**src/eesf_regs.svh**
```systemverilog
// Register offsets, field positions, reset values and exception codes of the status fields
`ifndef EESF_REGS_SVH
`define EESF_REGS_SVH

// ************************************************************
// Register byte offsets
// ************************************************************
`define EESF_OFS_PSW 12'h000
`define EESF_OFS_EXEC 12'h004
`define EESF_OFS_EXCN 12'h008
`define EESF_OFS_CTRL 12'h00c
`define EESF_OFS_STAT 12'h010

// ************************************************************
// Field positions in the status word and in the control and status registers
// ************************************************************
`define EESF_TBIT_POS 24
`define EESF_SHH_HI 15
`define EESF_SHH_LO 10
`define EESF_SHL_HI 26
`define EESF_SHL_LO 25
`define EESF_EXC_HI 5
`define EESF_EXC_LO 0
`define EESF_CTRL_LOCK_POS 0
`define EESF_STAT_LOCK_POS 0
`define EESF_STAT_MODE_LO 1

// ************************************************************
// Reset values
// ************************************************************
`define EESF_TBIT_RST 1'b1
`define EESF_EXC_RST 6'h00
`define EESF_SH_RST 8'h00
`define EESF_CTRL_RST 1'b0

// ************************************************************
// Active exception codes
// ************************************************************
`define EESF_EXC_THREAD 6'h00
`define EESF_EXC_NMI 6'h02
`define EESF_EXC_HARD 6'h03
`define EESF_EXC_MEM 6'h04
`define EESF_EXC_BUS 6'h05
`define EESF_EXC_USAGE 6'h06
`define EESF_EXC_SVC 6'h0b
`define EESF_EXC_PSV 6'h0e
`define EESF_EXC_TICK 6'h0f
`define EESF_EXC_IRQ0 6'h10
`define EESF_EXC_IRQ_LAST 6'h3b

`endif

```
**src/eesf_pkg.sv**
```systemverilog
// Types shared by the execution and exception status field logic
package eesf_pkg;

   // ************************************************************
   // Content of the shared continuation / conditional field
   // ************************************************************
   typedef enum logic [1:0] {
      EESF_SH_NONE = 2'b00,
      EESF_SH_CONT = 2'b01,
      EESF_SH_COND = 2'b10
   } eesf_mode_e;

   // ************************************************************
   // Exception entry request from the sequencer
   // ************************************************************
   typedef struct packed {
      logic valid;
      logic vec_lsb;
      logic [5:0] num;
   } eesf_entry_s;

   // ************************************************************
   // Exception return request with the stacked status word
   // ************************************************************
   typedef struct packed {
      logic valid;
      logic [31:0] word;
   } eesf_return_s;

   // ************************************************************
   // Conditional block start from the decoder
   // ************************************************************
   typedef struct packed {
      logic valid;
      logic [3:0] first_cond;
      logic [3:0] mask;
   } eesf_cond_s;

endpackage

```
**src/eesf_exc_check.sv**
```systemverilog
// Checks that an active exception code is one that may be reported
`timescale 1ns/10ps
`include "eesf_regs.svh"

module eesf_exc_check #(
   parameter int CODE_W = 6
) (
   // Code under test
   input wire logic [CODE_W-1:0] code_i,
   // Code is a defined, non-reserved number
   output logic ok_o
);

   // Accept only defined codes; reserved numbers never pass
   always_comb begin
      case (code_i)
         `EESF_EXC_THREAD,
         `EESF_EXC_NMI,
         `EESF_EXC_HARD,
         `EESF_EXC_MEM,
         `EESF_EXC_BUS,
         `EESF_EXC_USAGE,
         `EESF_EXC_SVC,
         `EESF_EXC_PSV,
         `EESF_EXC_TICK: begin
            ok_o = 1'b1;
         end
         default: begin
            // External vectors form one contiguous range
            ok_o = (code_i >= `EESF_EXC_IRQ0) && (code_i <= `EESF_EXC_IRQ_LAST);
         end
      endcase
   end

endmodule

```
**src/eesf_status.sv**
```systemverilog
// Execution state, shared continuation field and active exception number with APB access
//
// How it works
// - Read-only state bit 24, resets to one
// - Exchange branches load state bit from target
// - Exception return restores state bit from stack
// - Exception entry loads state bit from vector
// - Executing with state clear faults or locks up
// - Bits 23:16 and 9:6 read zero
// - Shared field holds continuation or conditional state
// - Interrupted transfer records next register in 15:12
// - Return resumes transfer at recorded register
// - Continuation state keeps bits 11:10 zero
// - Track conditional block of up to four
// - Bits 5:0 hold active exception, reset zero
// - Fixed codes for system exceptions
// - External vectors 0x10 up to 0x3B
// - Reserved exception codes never reported
// - Exception number only in word or number view
// - Continuation state keeps bits 26:25 zero
//
// Implementation choices: the APB register port and the address map.
`timescale 1ns/10ps
`include "eesf_regs.svh"

module eesf_status #(
   parameter int ADDR_W = 12
) (
   // Clock, reset and freeze
   input wire logic ref_clk_i,
   input wire logic arst_n_i,
   input wire logic ce_i,
   // APB slave
   input wire logic psel_i,
   input wire logic penable_i,
   input wire logic pwrite_i,
   input wire logic [ADDR_W-1:0] paddr_i,
   input wire logic [31:0] pwdata_i,
   output logic [31:0] prdata_o,
   output logic pready_o,
   output logic pslverr_o,
   // Pipeline: executing instruction and exchange branches
   input wire logic instr_exec_i,
   input wire logic exch_branch_i,
   input wire logic target_lsb_i,
   // Exception sequencer
   input wire eesf_pkg::eesf_entry_s entry_i,
   input wire eesf_pkg::eesf_return_s return_i,
   // Multi-register transfers
   input wire logic xfer_suspend_i,
   input wire logic [3:0] xfer_next_reg_i,
   input wire logic xfer_done_i,
   // Conditional block
   input wire eesf_pkg::eesf_cond_s cond_start_i,
   input wire logic cond_advance_i,
   // State towards the pipeline
   output logic state_bit_o,
   output logic cond_active_o,
   output logic [3:0] cond_code_o,
   output logic resume_valid_o,
   output logic [3:0] resume_reg_o,
   output logic [5:0] active_exc_o,
   output logic invalid_state_fault_o,
   output logic lockup_o
);

   import eesf_pkg::*;

   // ************************************************************
   // Declarations
   // ************************************************************
   logic tbit_r; // Instruction-set state bit
   logic tbit_nxt;
   logic [7:0] sh_r; // Shared field, high six bits then low two
   logic [7:0] sh_nxt;
   eesf_mode_e mode_r; // What the shared field holds
   eesf_mode_e mode_nxt;
   logic [5:0] exc_r; // Active exception number
   logic [5:0] exc_nxt;
   logic resume_r; // Resume pulse towards the transfer unit
   logic resume_nxt;
   logic [3:0] resume_reg_r; // Register where the transfer resumes
   logic [3:0] resume_reg_nxt;
   logic fault_r; // Invalid-state fault pulse
   logic fault_nxt;
   logic lock_r; // Lockup level, left only by reset
   logic lock_nxt;
   logic ctrl_lock_r; // Software choice: lockup instead of fault
   logic ctrl_lock_nxt;
   logic [31:0] rdata_r; // Read data captured in the setup cycle
   logic [31:0] rdata_nxt;
   logic err_r; // Error answer captured in the setup cycle
   logic err_nxt;
   logic held_r; // Read data are ready for the access phase
   logic held_nxt;
   logic entry_ok; // Entry code is a valid number
   logic ret_ok; // Stacked code is a valid number
   logic [7:0] stk_sh; // Shared field taken from the stacked word
   logic setup; // APB setup cycle
   logic wr_done; // APB write completes this cycle
   logic [31:0] psw_word; // Full status word image
   logic [31:0] exec_word; // Execution view image
   logic [31:0] excn_word; // Exception number view image

   // ************************************************************
   // Exception code checkers
   // ************************************************************
   // Entry number checked before it may reach the field
   eesf_exc_check #(
      .CODE_W(6)
   ) u_entry_check (
      .code_i(entry_i.num),
      .ok_o(entry_ok)
   );

   // Stacked number checked before it is restored
   eesf_exc_check #(
      .CODE_W(6)
   ) u_ret_check (
      .code_i(return_i.word[`EESF_EXC_HI:`EESF_EXC_LO]),
      .ok_o(ret_ok)
   );

   // ************************************************************
   // Register images
   // ************************************************************
   // Reserved bits and flags out of this block stay zero
   always_comb begin
      exec_word = 32'h0000_0000;
      exec_word[`EESF_TBIT_POS] = tbit_r;
      exec_word[`EESF_SHH_HI:`EESF_SHH_LO] = sh_r[7:2];
      exec_word[`EESF_SHL_HI:`EESF_SHL_LO] = sh_r[1:0];
      excn_word = 32'h0000_0000;
      excn_word[`EESF_EXC_HI:`EESF_EXC_LO] = exc_r;
      psw_word = exec_word | excn_word;
   end

   // Stacked shared field reassembled from its two pieces
   assign stk_sh = {return_i.word[`EESF_SHH_HI:`EESF_SHH_LO],
                    return_i.word[`EESF_SHL_HI:`EESF_SHL_LO]};

   // ************************************************************
   // Execution state and exception number
   // ************************************************************
   // Next values of state bit, shared field and exception number
   always_comb begin
      tbit_nxt = tbit_r;
      sh_nxt = sh_r;
      mode_nxt = mode_r;
      exc_nxt = exc_r;
      resume_nxt = 1'b0;
      resume_reg_nxt = resume_reg_r;
      if (entry_i.valid) begin
         // Entry takes the state bit from the vector entry
         tbit_nxt = entry_i.vec_lsb;
         if (entry_ok) begin
            exc_nxt = entry_i.num;
         end
         // An interrupted transfer leaves its continuation point
         if (xfer_suspend_i) begin
            sh_nxt = {xfer_next_reg_i, 4'h0};
            mode_nxt = EESF_SH_CONT;
         end else begin
            sh_nxt = `EESF_SH_RST;
            mode_nxt = EESF_SH_NONE;
         end
      end else if (return_i.valid) begin
         // Return restores the interrupted context
         tbit_nxt = return_i.word[`EESF_TBIT_POS];
         if (ret_ok) begin
            exc_nxt = return_i.word[`EESF_EXC_HI:`EESF_EXC_LO];
         end
         if (stk_sh[3:0] != 4'h0) begin
            // Non-zero mask: a conditional block was open
            sh_nxt = stk_sh;
            mode_nxt = EESF_SH_COND;
         end else if (stk_sh != `EESF_SH_RST) begin
            // Continuation point: resume the transfer there
            sh_nxt = {stk_sh[7:4], 4'h0};
            mode_nxt = EESF_SH_CONT;
            resume_nxt = 1'b1;
            resume_reg_nxt = stk_sh[7:4];
         end else begin
            sh_nxt = `EESF_SH_RST;
            mode_nxt = EESF_SH_NONE;
         end
      end else begin
         // Exchange branch takes the state bit from the target
         if (exch_branch_i) begin
            tbit_nxt = target_lsb_i;
         end
         case (mode_r)
            EESF_SH_CONT: begin
               // Resumed transfer finished: field empties
               if (xfer_done_i) begin
                  sh_nxt = `EESF_SH_RST;
                  mode_nxt = EESF_SH_NONE;
               end
            end
            EESF_SH_COND: begin
               // Each completed instruction shifts the mask
               if (cond_advance_i) begin
                  if (sh_r[2:0] == 3'h0) begin
                     sh_nxt = `EESF_SH_RST;
                     mode_nxt = EESF_SH_NONE;
                  end else begin
                     sh_nxt = {sh_r[7:5], sh_r[3:0], 1'b0};
                  end
               end
            end
            EESF_SH_NONE: begin
               // A block start opens up to four conditional slots
               if (cond_start_i.valid && (cond_start_i.mask != 4'h0)) begin
                  sh_nxt = {cond_start_i.first_cond, cond_start_i.mask};
                  mode_nxt = EESF_SH_COND;
               end
            end
            default: begin
               sh_nxt = `EESF_SH_RST;
               mode_nxt = EESF_SH_NONE;
            end
         endcase
      end
   end

   // Register the execution state; software cannot reach it
   always_ff @(posedge ref_clk_i or negedge arst_n_i) begin
      if (!arst_n_i) begin
         tbit_r <= `EESF_TBIT_RST;
         sh_r <= `EESF_SH_RST;
         mode_r <= EESF_SH_NONE;
         exc_r <= `EESF_EXC_RST;
         resume_r <= 1'b0;
         resume_reg_r <= 4'h0;
      end else if (ce_i) begin
         tbit_r <= tbit_nxt;
         sh_r <= sh_nxt;
         mode_r <= mode_nxt;
         exc_r <= exc_nxt;
         resume_r <= resume_nxt;
         resume_reg_r <= resume_reg_nxt;
      end
   end

   // ************************************************************
   // Invalid state handling
   // ************************************************************
   // Executing with the state bit clear faults, or locks up when chosen
   // or when the hard fault handler itself is running
   always_comb begin
      fault_nxt = 1'b0;
      lock_nxt = lock_r;
      if (instr_exec_i && !tbit_r && !lock_r) begin
         if (ctrl_lock_r || (exc_r == `EESF_EXC_HARD)) begin
            lock_nxt = 1'b1;
         end else begin
            fault_nxt = 1'b1;
         end
      end
   end

   // Register the fault pulse and the lockup level
   always_ff @(posedge ref_clk_i or negedge arst_n_i) begin
      if (!arst_n_i) begin
         fault_r <= 1'b0;
         lock_r <= 1'b0;
      end else if (ce_i) begin
         fault_r <= fault_nxt;
         lock_r <= lock_nxt;
      end
   end

   // ************************************************************
   // APB slave
   // ************************************************************
   assign setup = psel_i && !penable_i;
   assign wr_done = psel_i && penable_i && pready_o && pwrite_i;

   // Decode in the setup cycle; answer in the first access cycle
   always_comb begin
      rdata_nxt = rdata_r;
      err_nxt = err_r;
      held_nxt = held_r;
      ctrl_lock_nxt = ctrl_lock_r;
      if (setup) begin
         held_nxt = 1'b1;
         err_nxt = 1'b0;
         case (paddr_i)
            `EESF_OFS_PSW: begin
               rdata_nxt = psw_word;
            end
            `EESF_OFS_EXEC: begin
               rdata_nxt = exec_word;
            end
            `EESF_OFS_EXCN: begin
               rdata_nxt = excn_word;
            end
            `EESF_OFS_CTRL: begin
               rdata_nxt = {31'h0000_0000, ctrl_lock_r};
            end
            `EESF_OFS_STAT: begin
               rdata_nxt = {29'h0000_0000, mode_r, lock_r};
            end
            default: begin
               // Unmapped: zero data and an error answer
               rdata_nxt = 32'h0000_0000;
               err_nxt = 1'b1;
            end
         endcase
      end else if (psel_i && penable_i && held_r) begin
         held_nxt = 1'b0;
      end
      // Only the control word takes write data; status views ignore it
      if (wr_done && (paddr_i == `EESF_OFS_CTRL)) begin
         ctrl_lock_nxt = pwdata_i[`EESF_CTRL_LOCK_POS];
      end
   end

   // Register bus-side state
   always_ff @(posedge ref_clk_i or negedge arst_n_i) begin
      if (!arst_n_i) begin
         rdata_r <= 32'h0000_0000;
         err_r <= 1'b0;
         held_r <= 1'b0;
         ctrl_lock_r <= `EESF_CTRL_RST;
      end else if (ce_i) begin
         rdata_r <= rdata_nxt;
         err_r <= err_nxt;
         held_r <= held_nxt;
         ctrl_lock_r <= ctrl_lock_nxt;
      end
   end

   // Ready only while running, so a frozen block stalls the bus
   assign pready_o = psel_i && penable_i && held_r && ce_i;
   assign prdata_o = rdata_r;
   assign pslverr_o = pready_o && err_r;

   // ************************************************************
   // Outputs towards the pipeline
   // ************************************************************
   assign state_bit_o = tbit_r;
   assign cond_active_o = (mode_r == EESF_SH_COND);
   assign cond_code_o = sh_r[7:4];
   assign resume_valid_o = resume_r;
   assign resume_reg_o = resume_reg_r;
   assign active_exc_o = exc_r;
   assign invalid_state_fault_o = fault_r;
   assign lockup_o = lock_r;

endmodule

```
**config.mk**
```make
export PLATFORM = sky130hd
export DESIGN_NAME = eesf_status
export DESIGN_NICKNAME = d
export VERILOG_FILES = /design/src/eesf_pkg.sv /design/src/eesf_exc_check.sv /design/src/eesf_status.sv
export VERILOG_INCLUDE_DIRS = /design/src
export SDC_FILE = /design/constraint.sdc
export NUM_CORES = 1
export LEC_CHECK = 0
export BUFFER_PORTS_ARGS = -buffer_cell sky130_fd_sc_hd__buf_2
export CAP_MARGIN = 10
export CORE_MARGIN = 1
export CORE_UTILIZATION = 43
export CTS_CLUSTER_DIAMETER = 30
export DETAILED_ROUTE_END_ITERATION = 16
export HOLD_SLACK_MARGIN = 0.02
export PLACE_DENSITY_LB_ADDON = 0.2
export SYNTH_ARGS = -nofsm -noshare
export SYNTH_HDL_FRONTEND = slang
export SYNTH_SLANG_ARGS = --single-unit
```
**constraint.sdc**
```tcl
create_clock -name ref_clk_i -period 5 [get_ports ref_clk_i]
set_input_delay 1.25 -clock ref_clk_i [delete_from_list [all_inputs] [get_ports ref_clk_i]]
set_output_delay 1.25 -clock ref_clk_i [all_outputs]
set_load 0.1 [all_outputs]
```
==> flow_summary.json, run 1 <==
{
  "most-common-layout-cells": "97 x buf_2, 41 x dfrtp_1, 29 x mux2_2, 17 x nor2_1, 17 x conb_1",
  "cp.arrival_ps": 2250,
  "drive_gt1_frac": 0.444,
  "drt-initial-drc-count": 82,
  "synth_top_family_by_area": "multiplexers",
  "antenna_found_initial": 0,
  "syn-cell-area_um2": 2430,
  "setup-tns-final_ps": 0,
  "grt_usage": 0.194,
  "fillCellCount": 554,
  "synth-compound-area-share": 0.149,
  "path_max_fanout": 10,
  "synth-xor-area-share": 0,
  "place_congestion": 0.820,
  "cts.hold.buffers_added": 0,
  "grt_pass1_vias": 1875,
  "synth_fa_ha_area_frac": 0,
  "hold-worst-slack_ps": 476,
  "pwr_density_cell_nw_per_um2": 386,
  "cts-root-buf": "clkbuf_8",
  "crit_top_cell": "buf_2",
  "dp_hpwl_mm": 4.22,
  "grt-ovfl-total": 0,
  "reg2reg_slack_ps": 3220,
  "min_period_over_period": 0.699,
  "path_cells": "buf_2, nand2_1, nor2_1, buf_2",
  "final_nets": 430,
  "crit_path_top_delay_cell": "buf_2",
  "start_kind": "primary input",
  "drc": 0,
  "slew_violations": 0,
  "synth_simple_gate_area_frac": 0.153,
  "cts_tree": "done",
  "syn_to_final_growth_pct": 19.7,
  "drv_cap": 0,
  "status": "finished clean",
  "numCtsBuffers": 5,
  "setup_viol_count_final": 0,
  "critical_path.max_stage_delay_ps": 450,
  "critPathRequiredTime_ps": 3750,
  "synth.distinct_cells": 42,
  "ys_ff_latch": 42,
  "hold_viol": 0,
  "antennaDiodeCount": 0,
  "power_leakage_nw": 1.49,
  "wl_per_cell_um": 13.7,
  "routed_wl_mm": 5.36,
  "synthFlopType": "dfrtp_1",
  "drt.antenna.violating_nets": 0,
  "period_needed_ps": 3500,
  "path_class": "primary input to output pin",
  "tightest_slew_ps": 935,
  "fin_area_um2": 2910,
  "row_count": 27,
  "vdd_drop_max_mv": 0.223,
  "cts.sinks": 42,
  "cts_resized": 0,
  "relSlewSlack": 0.377,
  "yosys_warnings": 0,
  "skew_ps": 11.9,
  "vias": 1960,
  "cts.path.max_buffers": 2,
  "place_area_um2": 2830,
  "portBuffers": 97,
  "start_util": 0.445,
  "grt_pass1_wl_mm": 9.20,
  "ioPinCount": 163,
  "cts_setup_buffers": 0,
  "cts-htree-levels": 2,
  "vias_per_cell": 5.00,
  "async_flop_share": 1.00,
  "rsz0062_at_grt": "no",
  "core-area_um2": 5470,
  "synthCells": 233,
  "synth-edff-count": 0,
  "dr.pass1.iters": 4,
  "dieWidth_um": 77.2,
  "die-area_um2": 5960,
  "cp-end-kind": "output pin",
  "grt_max_degree": 43,
  "layout_commonest_cell": "buf_2",
  "max_clock_freq_ghz": 0.286,
  "die_h_um": 77.2,
  "syn_avg_cell_area_um2": 10.4,
  "seq_area_frac_synth": 0.432,
  "clk_pin_slew_ps": 70,
  "synthMuxAreaShare": 0.159,
  "min_path_type": "flop to flop",
  "clock_latency_ps": 290
}
[cells in the mapped netlist, types with 2 or more instances]
| cell type | n | share of area |
|---|---|---|
| inv_1 | 5 | 0.0077 |
| buf_2 | 3 | 0.0062 |
| nand2_1 | 13 | 0.020 |
| a22oi_1 | 3 | 0.0093 |
| a21oi_1 | 10 | 0.021 |
| nor2b_1 | 6 | 0.015 |
| dfrtp_1 | 41 | 0.42 |
| nand2b_1 | 2 | 0.0051 |
| o21bai_1 | 2 | 0.0062 |
| buf_4 | 29 | 0.089 |
| nor4_1 | 3 | 0.0077 |
| mux2i_1 | 6 | 0.025 |
| nor2_1 | 17 | 0.026 |
| o21ai_0 | 13 | 0.027 |
| mux2_2 | 29 | 0.13 |
| a22o_1 | 12 | 0.043 |
| o211ai_1 | 2 | 0.0062 |
| nand4b_1 | 2 | 0.0072 |
| nor3_1 | 2 | 0.0041 |
| and3b_1 | 2 | 0.0072 |
| nor3_2 | 2 | 0.0082 |
| nand3_1 | 7 | 0.014 |
| nand4_1 | 3 | 0.0077 |
[routing by layer]
layer,up-vias,share of wire,track usage
met5,-,0,0
met2,61,0.46,0.297
met3,6,0.043,0.0321
met1,922,0.48,0.276
li1,971,-,-
met4,0,0.013,0.0623
[registers in the layout, summed over array words and instances, names as in the netlist]
| name | count |
|---|---|
| active_exc_o | 6 |
| ctrl_lock_r | 1 |
| err_r | 1 |
| held_r | 1 |
| invalid_state_fault_o | 1 |
| lockup_o | 1 |
| mode_r | 2 |
| prdata_o | 15 |
| resume_reg_o | 4 |
| resume_valid_o | 1 |
| sh_r | 8 |
| state_bit_o | 1 |
[worst paths after layout]
| check | endpoint | startpoint | depth (start not counted) |
|---|---|---|---|
| worst min register to register | held_r | held_r | 2 |
| worst max register to register | sh_r[7] | mode_r[1] | 4 |
| min in group asynchronous | active_exc_o[0] | arst_n_i | 1 |
| worst min-delay path | held_r | held_r | 2 |
| worst max-delay path | pready_o | ce_i | 4 |
| max in group asynchronous | prdata_o[24] | arst_n_i | 1 |
[per-stage QoR]
step,setup WS (ps),util,power (mW),instances
after CTS,1490,0.532,1.14,392
after global routing,1420,0.532,1.18,392
final,1500,0.532,1.12,392
after global placement,1490,0.518,0.922,385
after floorplan,202,-,0.868,249
after detailed placement,1490,0.518,0.927,385
[kinds of logic (layout without fill, tap and decap cells)]
| family | count (synthesis) | count (layout) |
|---|---|---|
| AO/OA/AOI/OAI | 51 | 51 |
| AND/OR/NAND/NOR | 66 | 66 |
| other | 1 | 17 |
| buffers and inverters | 38 | 109 |
| flip-flops | 42 | 42 |
| multiplexers | 35 | 35 |
[worst max-delay path, delay by kind of cell]
| kind | cells | cell delay, ps |
|---|---|---|
| buffers and inverters | 2 | 680 |
| and+or+nand+nor | 2 | 300 |
[report_power, final]
part	leakage (nW)	internal (mW)	total [mW]	switching, mW
registers	0.547	0.380	0.422	0.0422
logic	0.907	0.112	0.495	0.383
clock network	0.0373	0.0958	0.206	0.110
[cell type report]
type                       instances  area (µm²)  area share
clock buffer                       6        72.6      0.0249
clock inverter                     1        7.51     0.00258
inverter                           5        18.8     0.00644
multi-input combinational        169        1190       0.407
sequential                        42        1050       0.361
tap                               72        90.1      0.0309
timing repair buffer              97         485       0.167
Power figures use the tool's default switching activity.
==> inputs of run 2 (changes only) <==
--- a/config.mk
+++ b/config.mk
@@ -9,7 +9,7 @@
 export BUFFER_PORTS_ARGS = -buffer_cell sky130_fd_sc_hd__buf_2
 export CAP_MARGIN = 10
 export CORE_MARGIN = 1
-export CORE_UTILIZATION = 43
+export CORE_UTILIZATION = 42
 export CTS_CLUSTER_DIAMETER = 30
 export DETAILED_ROUTE_END_ITERATION = 16
 export HOLD_SLACK_MARGIN = 0.02
==> constraint.sdc (replaced) <==
create_clock -name ref_clk_i -period 3.4 [get_ports ref_clk_i]
set_input_delay 0.85 -clock ref_clk_i [delete_from_list [all_inputs] [get_ports ref_clk_i]]
set_output_delay 0.85 -clock ref_clk_i [all_outputs]
set_load 0.1 [all_outputs]
==> run 2 against run 1 <==
Clock skew is 4.2 ps lower. Sequential power is 48% higher. Critical path type unchanged. Setup slack worse by 850 ps. Critical path depth stayed put. Register-to-register slack worse by 1700 ps. Largest cell class unchanged. Critical endpoint unchanged. Cell area is 1.2% higher. Count of clock-buffer cells in the layout stayed put. Flip-flop and latch count stayed put. Die area is 2.3% higher. Highest routed layer unchanged. Wire length is 4.6% higher. Global-route usage is 0.83 points lower.
==> flow_summary.json, run 2 (synthesis results as in run 1) <==
{
  "cts.hold.buffers_added": 0,
  "critPathRequiredTime_ps": 2550,
  "r2r_cells": 4,
  "multiInputGateArea_um2": 1190,
  "tightest_slew_ps": 913,
  "row_count": 27,
  "syn_to_final_growth_pct": 21.1,
  "numCtsBuffers": 5,
  "dieWidth_um": 78.1,
  "worstReg2RegEnd": "sh_r[5]",
  "status": "finished clean",
  "setup_viol_count_final": 0,
  "dr.pass1.iters": 5,
  "antenna_found_initial": 0,
  "cts.sinks": 42,
  "grt_usage": 0.185,
  "hold-worst-slack_ps": 481,
  "hold_path.startpoint": "held_r",
  "most-common-layout-cells": "97 x buf_2, 41 x dfrtp_1, 29 x mux2_2, 17 x nor2_1, 17 x conb_1",
  "vias_per_cell": 5.04,
  "cts-root-buf": "clkbuf_8",
  "timing.rr.start": "mode_r[1]",
  "cts_tree": "done",
  "vias": 1980,
  "fillCellCount": 529,
  "clk_pin_slew_ps": 70,
  "ioPinCount": 163,
  "core-area_um2": 5540,
  "grt-ovfl-total": 0,
  "min_path_type": "flop to flop",
  "dp_hpwl_mm": 4.34,
  "rsz0062_at_grt": "no",
  "start_util": 0.439,
  "grt_max_degree": 43,
  "grt_pass1_wl_mm": 8.89,
  "min_period_over_period": 0.807,
  "portBuffers": 97,
  "hold-path-endpoint": "held_r",
  "skew_ps": 7.69,
  "largest_reg_flops": 15,
  "routed_wl_mm": 5.60,
  "slew_violations": 0,
  "cts-htree-levels": 2,
  "vdd_drop_max_mv": 0.245,
  "whs_path_depth": 2,
  "antennaDiodeCount": 0,
  "dp_cells": 385,
  "grt_pass1_vias": 1841,
  "pre_cts_ws_ps": 636,
  "period_needed_ps": 2740,
  "cts_setup_buffers": 0,
  "drc": 0,
  "place_congestion": 0.779,
  "final_nets": 430,
  "clock_latency_ps": 290,
  "drv_cap": 0,
  "relSlewSlack": 0.392,
  "die-area_um2": 6100,
  "setup-tns-final_ps": 0,
  "die_h_um": 78.1,
  "layoutNonFillerInstCount": 393,
  "power_leakage_nw": 1.51,
  "drt.antenna.violating_nets": 0,
  "regArea_um2": 1050,
  "start_kind": "primary input",
  "path_class": "primary input to output pin",
  "path_max_fanout": 10,
  "cp-end-kind": "output pin",
  "wl_per_cell_um": 14.3,
  "cp.arrival_ps": 1890,
  "drive_gt1_frac": 0.449,
  "reg2reg_slack_ps": 1570,
  "cts.path.max_buffers": 2,
  "hold_viol": 0,
  "cts_resized": 0,
  "drt-initial-drc-count": 76,
  "pwr_density_cell_nw_per_um2": 592,
  "setup_slack_ps": 655,
  "max_clock_freq_ghz": 0.364,
  "layout_commonest_cell": "buf_2"
}
run 2: cell types whose count changed in the layout (fill, tap and decap cells not counted):
| cell | previous run | this run |
|---|---|---|
| bufinv_16 | 0 | 1 |
| nor3_2 | 2 | 3 |
| nor3_1 | 2 | 1 |
run 2: layout make-up:
cell class              count  share of cell area
multi-input cells         169               0.404
flip-flops and latches     42               0.357
repair buffers             97               0.165
well taps                  72              0.0306
clock buffers               6              0.0246
clock inverters             2              0.0127
inverters                   5             0.00637
run 2: metal layers:
| layer | vias up | global-route usage | routed length [µm] |
|---|---|---|---|
| met5 | - | 0 | 0 |
| met4 | 0 | 0.0537 | 51 |
| met3 | 4 | 0.0326 | 228 |
| met2 | 64 | 0.309 | 2770 |
| met1 | 936 | 0.246 | 2550 |
| li1 | 976 | - | - |
run 2: how the worst max path moves through the flow:
stage               start  endpoint  slack [ps]  depth (start not counted)
global route         ce_i  pready_o         560                          4
finish               ce_i  pready_o         660                          4
CTS                  ce_i  pready_o         640                          4
global placement     ce_i  pready_o         660                          4
detailed placement   ce_i  pready_o         640                          4
floorplan            ce_i  pready_o         160                          3
run 2: worst max-delay path, cell delays in order:
cell,delay (ps)
buf_2,240
nand2_1,150
nor2_1,190
buf_2,460
run 2: stage by stage:
stage	total power, mW	area [µm²]	util
after global placement	1.36	2840	0.512
final	1.74	2950	0.532
after global routing	1.82	2950	0.532
after floorplan	1.28	2500	-
after detailed placement	1.36	2840	0.512
after CTS	1.75	2950	0.532
run 2: where the power goes:
| group | switching, mW | total [mW] | internal (mW) |
|---|---|---|---|
| registers | 0.0641 | 0.623 | 0.559 |
| clock network | 0.172 | 0.391 | 0.219 |
| logic | 0.566 | 0.731 | 0.165 |
| total | 0.802 | 1.74 | 0.943 |
==> inputs of run 3 (changes only) <==
==> constraint.sdc (replaced) <==
create_clock -name ref_clk_i -period 2.75 [get_ports ref_clk_i]
set_input_delay 0.6875 -clock ref_clk_i [delete_from_list [all_inputs] [get_ports ref_clk_i]]
set_output_delay 0.6875 -clock ref_clk_i [all_outputs]
set_load 0.1 [all_outputs]
==> run 3 against run 2 <==
Setup slack lost 130 ps. Largest power group unchanged. Via count rose by 0.20%. Critical path type unchanged. Sequential share of layout area fell by 0.33 points. Flip-flop and latch count unchanged. Utilization increased by 0.50 points. Global-route usage rose by 0.50 points. Cell area grew 0.93%. First-iteration DRC count is 28% higher. Critical endpoint unchanged. Non-clock buffer count up 3. Cell count grew 0.76%.
==> flow_summary.json, run 3 (synthesis results as in run 1) <==
{
  "status": "finished clean",
  "clk_pin_slew_ps": 70,
  "portBuffers": 97,
  "cp.arrival_ps": 1540,
  "dr.pass1.iters": 5,
  "start_kind": "primary input",
  "cts_resized": 0,
  "cts-htree-levels": 2,
  "grt-ovfl-total": 0,
  "critPathTopFamily": "buffers and inverters",
  "row_count": 27,
  "worstSetupPathDepth": 4,
  "final_nets": 433,
  "min_period_over_period": 0.809,
  "most-common-layout-cells": "97 x buf_2, 41 x dfrtp_1, 29 x mux2_2, 17 x conb_1, 16 x nor2_1",
  "cts.hold.buffers_added": 0,
  "drv_cap": 0,
  "vdd_drop_max_mv": 0.409,
  "antennaDiodeCount": 0,
  "largest_reg_flops": 15,
  "pwr_density_cell_nw_per_um2": 728,
  "grt_max_degree": 43,
  "setup_viol_count_final": 0,
  "whs_path_depth": 2,
  "wl_per_cell_um": 14.0,
  "cp-end-kind": "output pin",
  "dp_cells": 388,
  "ioPinCount": 163,
  "critical_path.max_stage_delay_ps": 440,
  "layoutNonFillerInstCount": 396,
  "slew_violations": 0,
  "dp_hpwl_mm": 4.37,
  "grt_pass1_vias": 1882,
  "core-area_um2": 5540,
  "crit_top_cell": "buf_2",
  "hold_viol": 0,
  "syn_to_final_growth_pct": 22.3,
  "routed_wl_mm": 5.56,
  "die_h_um": 78.1,
  "cts_tree": "done",
  "finalPower_mw": 2.16,
  "die-area_um2": 6100,
  "vias_per_cell": 5.01,
  "cts_setup_buffers": 0,
  "drt.antenna.violating_nets": 0,
  "path_max_fanout": 3,
  "critPathBufInv": 2,
  "antenna_found_initial": 0,
  "dieWidth_um": 78.1,
  "grt_pass1_wl_mm": 9.07,
  "rsz0062_at_grt": "no",
  "path_class": "primary input to output pin",
  "cts.path.max_buffers": 2,
  "min_path_type": "flop to flop",
  "cts.sinks": 42,
  "tightest_slew_ps": 934,
  "layout_commonest_cell": "buf_2",
  "drt-initial-drc-count": 97,
  "path_cells": "buf_2, nand2_1, nor2_2, buf_2",
  "skew_ps": 7.62,
  "grt_usage": 0.190,
  "power_leakage_nw": 1.52,
  "setup-tns-final_ps": 0,
  "drc": 0,
  "numCtsBuffers": 5,
  "r2r_cells": 4,
  "start_util": 0.439,
  "relSlewSlack": 0.377,
  "crit_path_top_delay_cell": "buf_2",
  "critPathRequiredTime_ps": 2060,
  "max_clock_freq_ghz": 0.449,
  "drive_gt1_frac": 0.460,
  "clock_latency_ps": 290,
  "cts-root-buf": "clkbuf_8",
  "place_congestion": 0.760,
  "vias": 1984,
  "period_needed_ps": 2220
}
run 3: layout make-up:
type	instances	area [µm²]
fill	528	2560
inverter	5	18.8
timing repair buffer	100	508
clock buffer	6	72.6
sequential	42	1050
multi-input combinational	169	1200
tap	72	90.1
clock inverter	2	37.5
run 3: routing by layer:
layer | up-vias | wire, µm | GRT usage
met4 | 0 | 119 | 0.0704
met5 | - | 0 | 0
li1 | 987 | - | -
met2 | 81 | 2610 | 0.305
met3 | 11 | 334 | 0.0395
met1 | 905 | 2500 | 0.254
run 3: metrics by stage:
stage           util  hold slack, ps  area, µm²  setup slack [ps]
2_1_floorplan      -             392       2500             -83.4
3_3_place_gp   0.517             461       2870               510
3_5_place_dp   0.517             465       2870               518
4_1_cts        0.537             484       2980               512
5_1_grt        0.537             499       2980               487
6_report       0.537             483       2980               525
run 3: final timing paths:
check / start / end / slack [ps]
setup / recovery: ce_i / pready_o / 530
hold / removal: held_r / held_r / 480
setup reg to reg: mode_r[1] / mode_r[1] / 970
hold reg to reg: held_r / held_r / 480
max in group asynchronous: arst_n_i / prdata_o[24] / 1640
min in group asynchronous: arst_n_i / active_exc_o[5] / 520
run 3: power by group:
part | internal [mW] | switching (mW) | total (mW)
Clock | 0.271 | 0.220 | 0.491
Combinational | 0.207 | 0.699 | 0.907
Sequential | 0.691 | 0.0767 | 0.768
run 3: worst register-to-register path: cells and delay by family (launching register included):
family | cells | cell delay, ps
compound gates | 2 | 680
flops | 1 | 530
mux | 1 | 360
buf+inv | 1 | 100
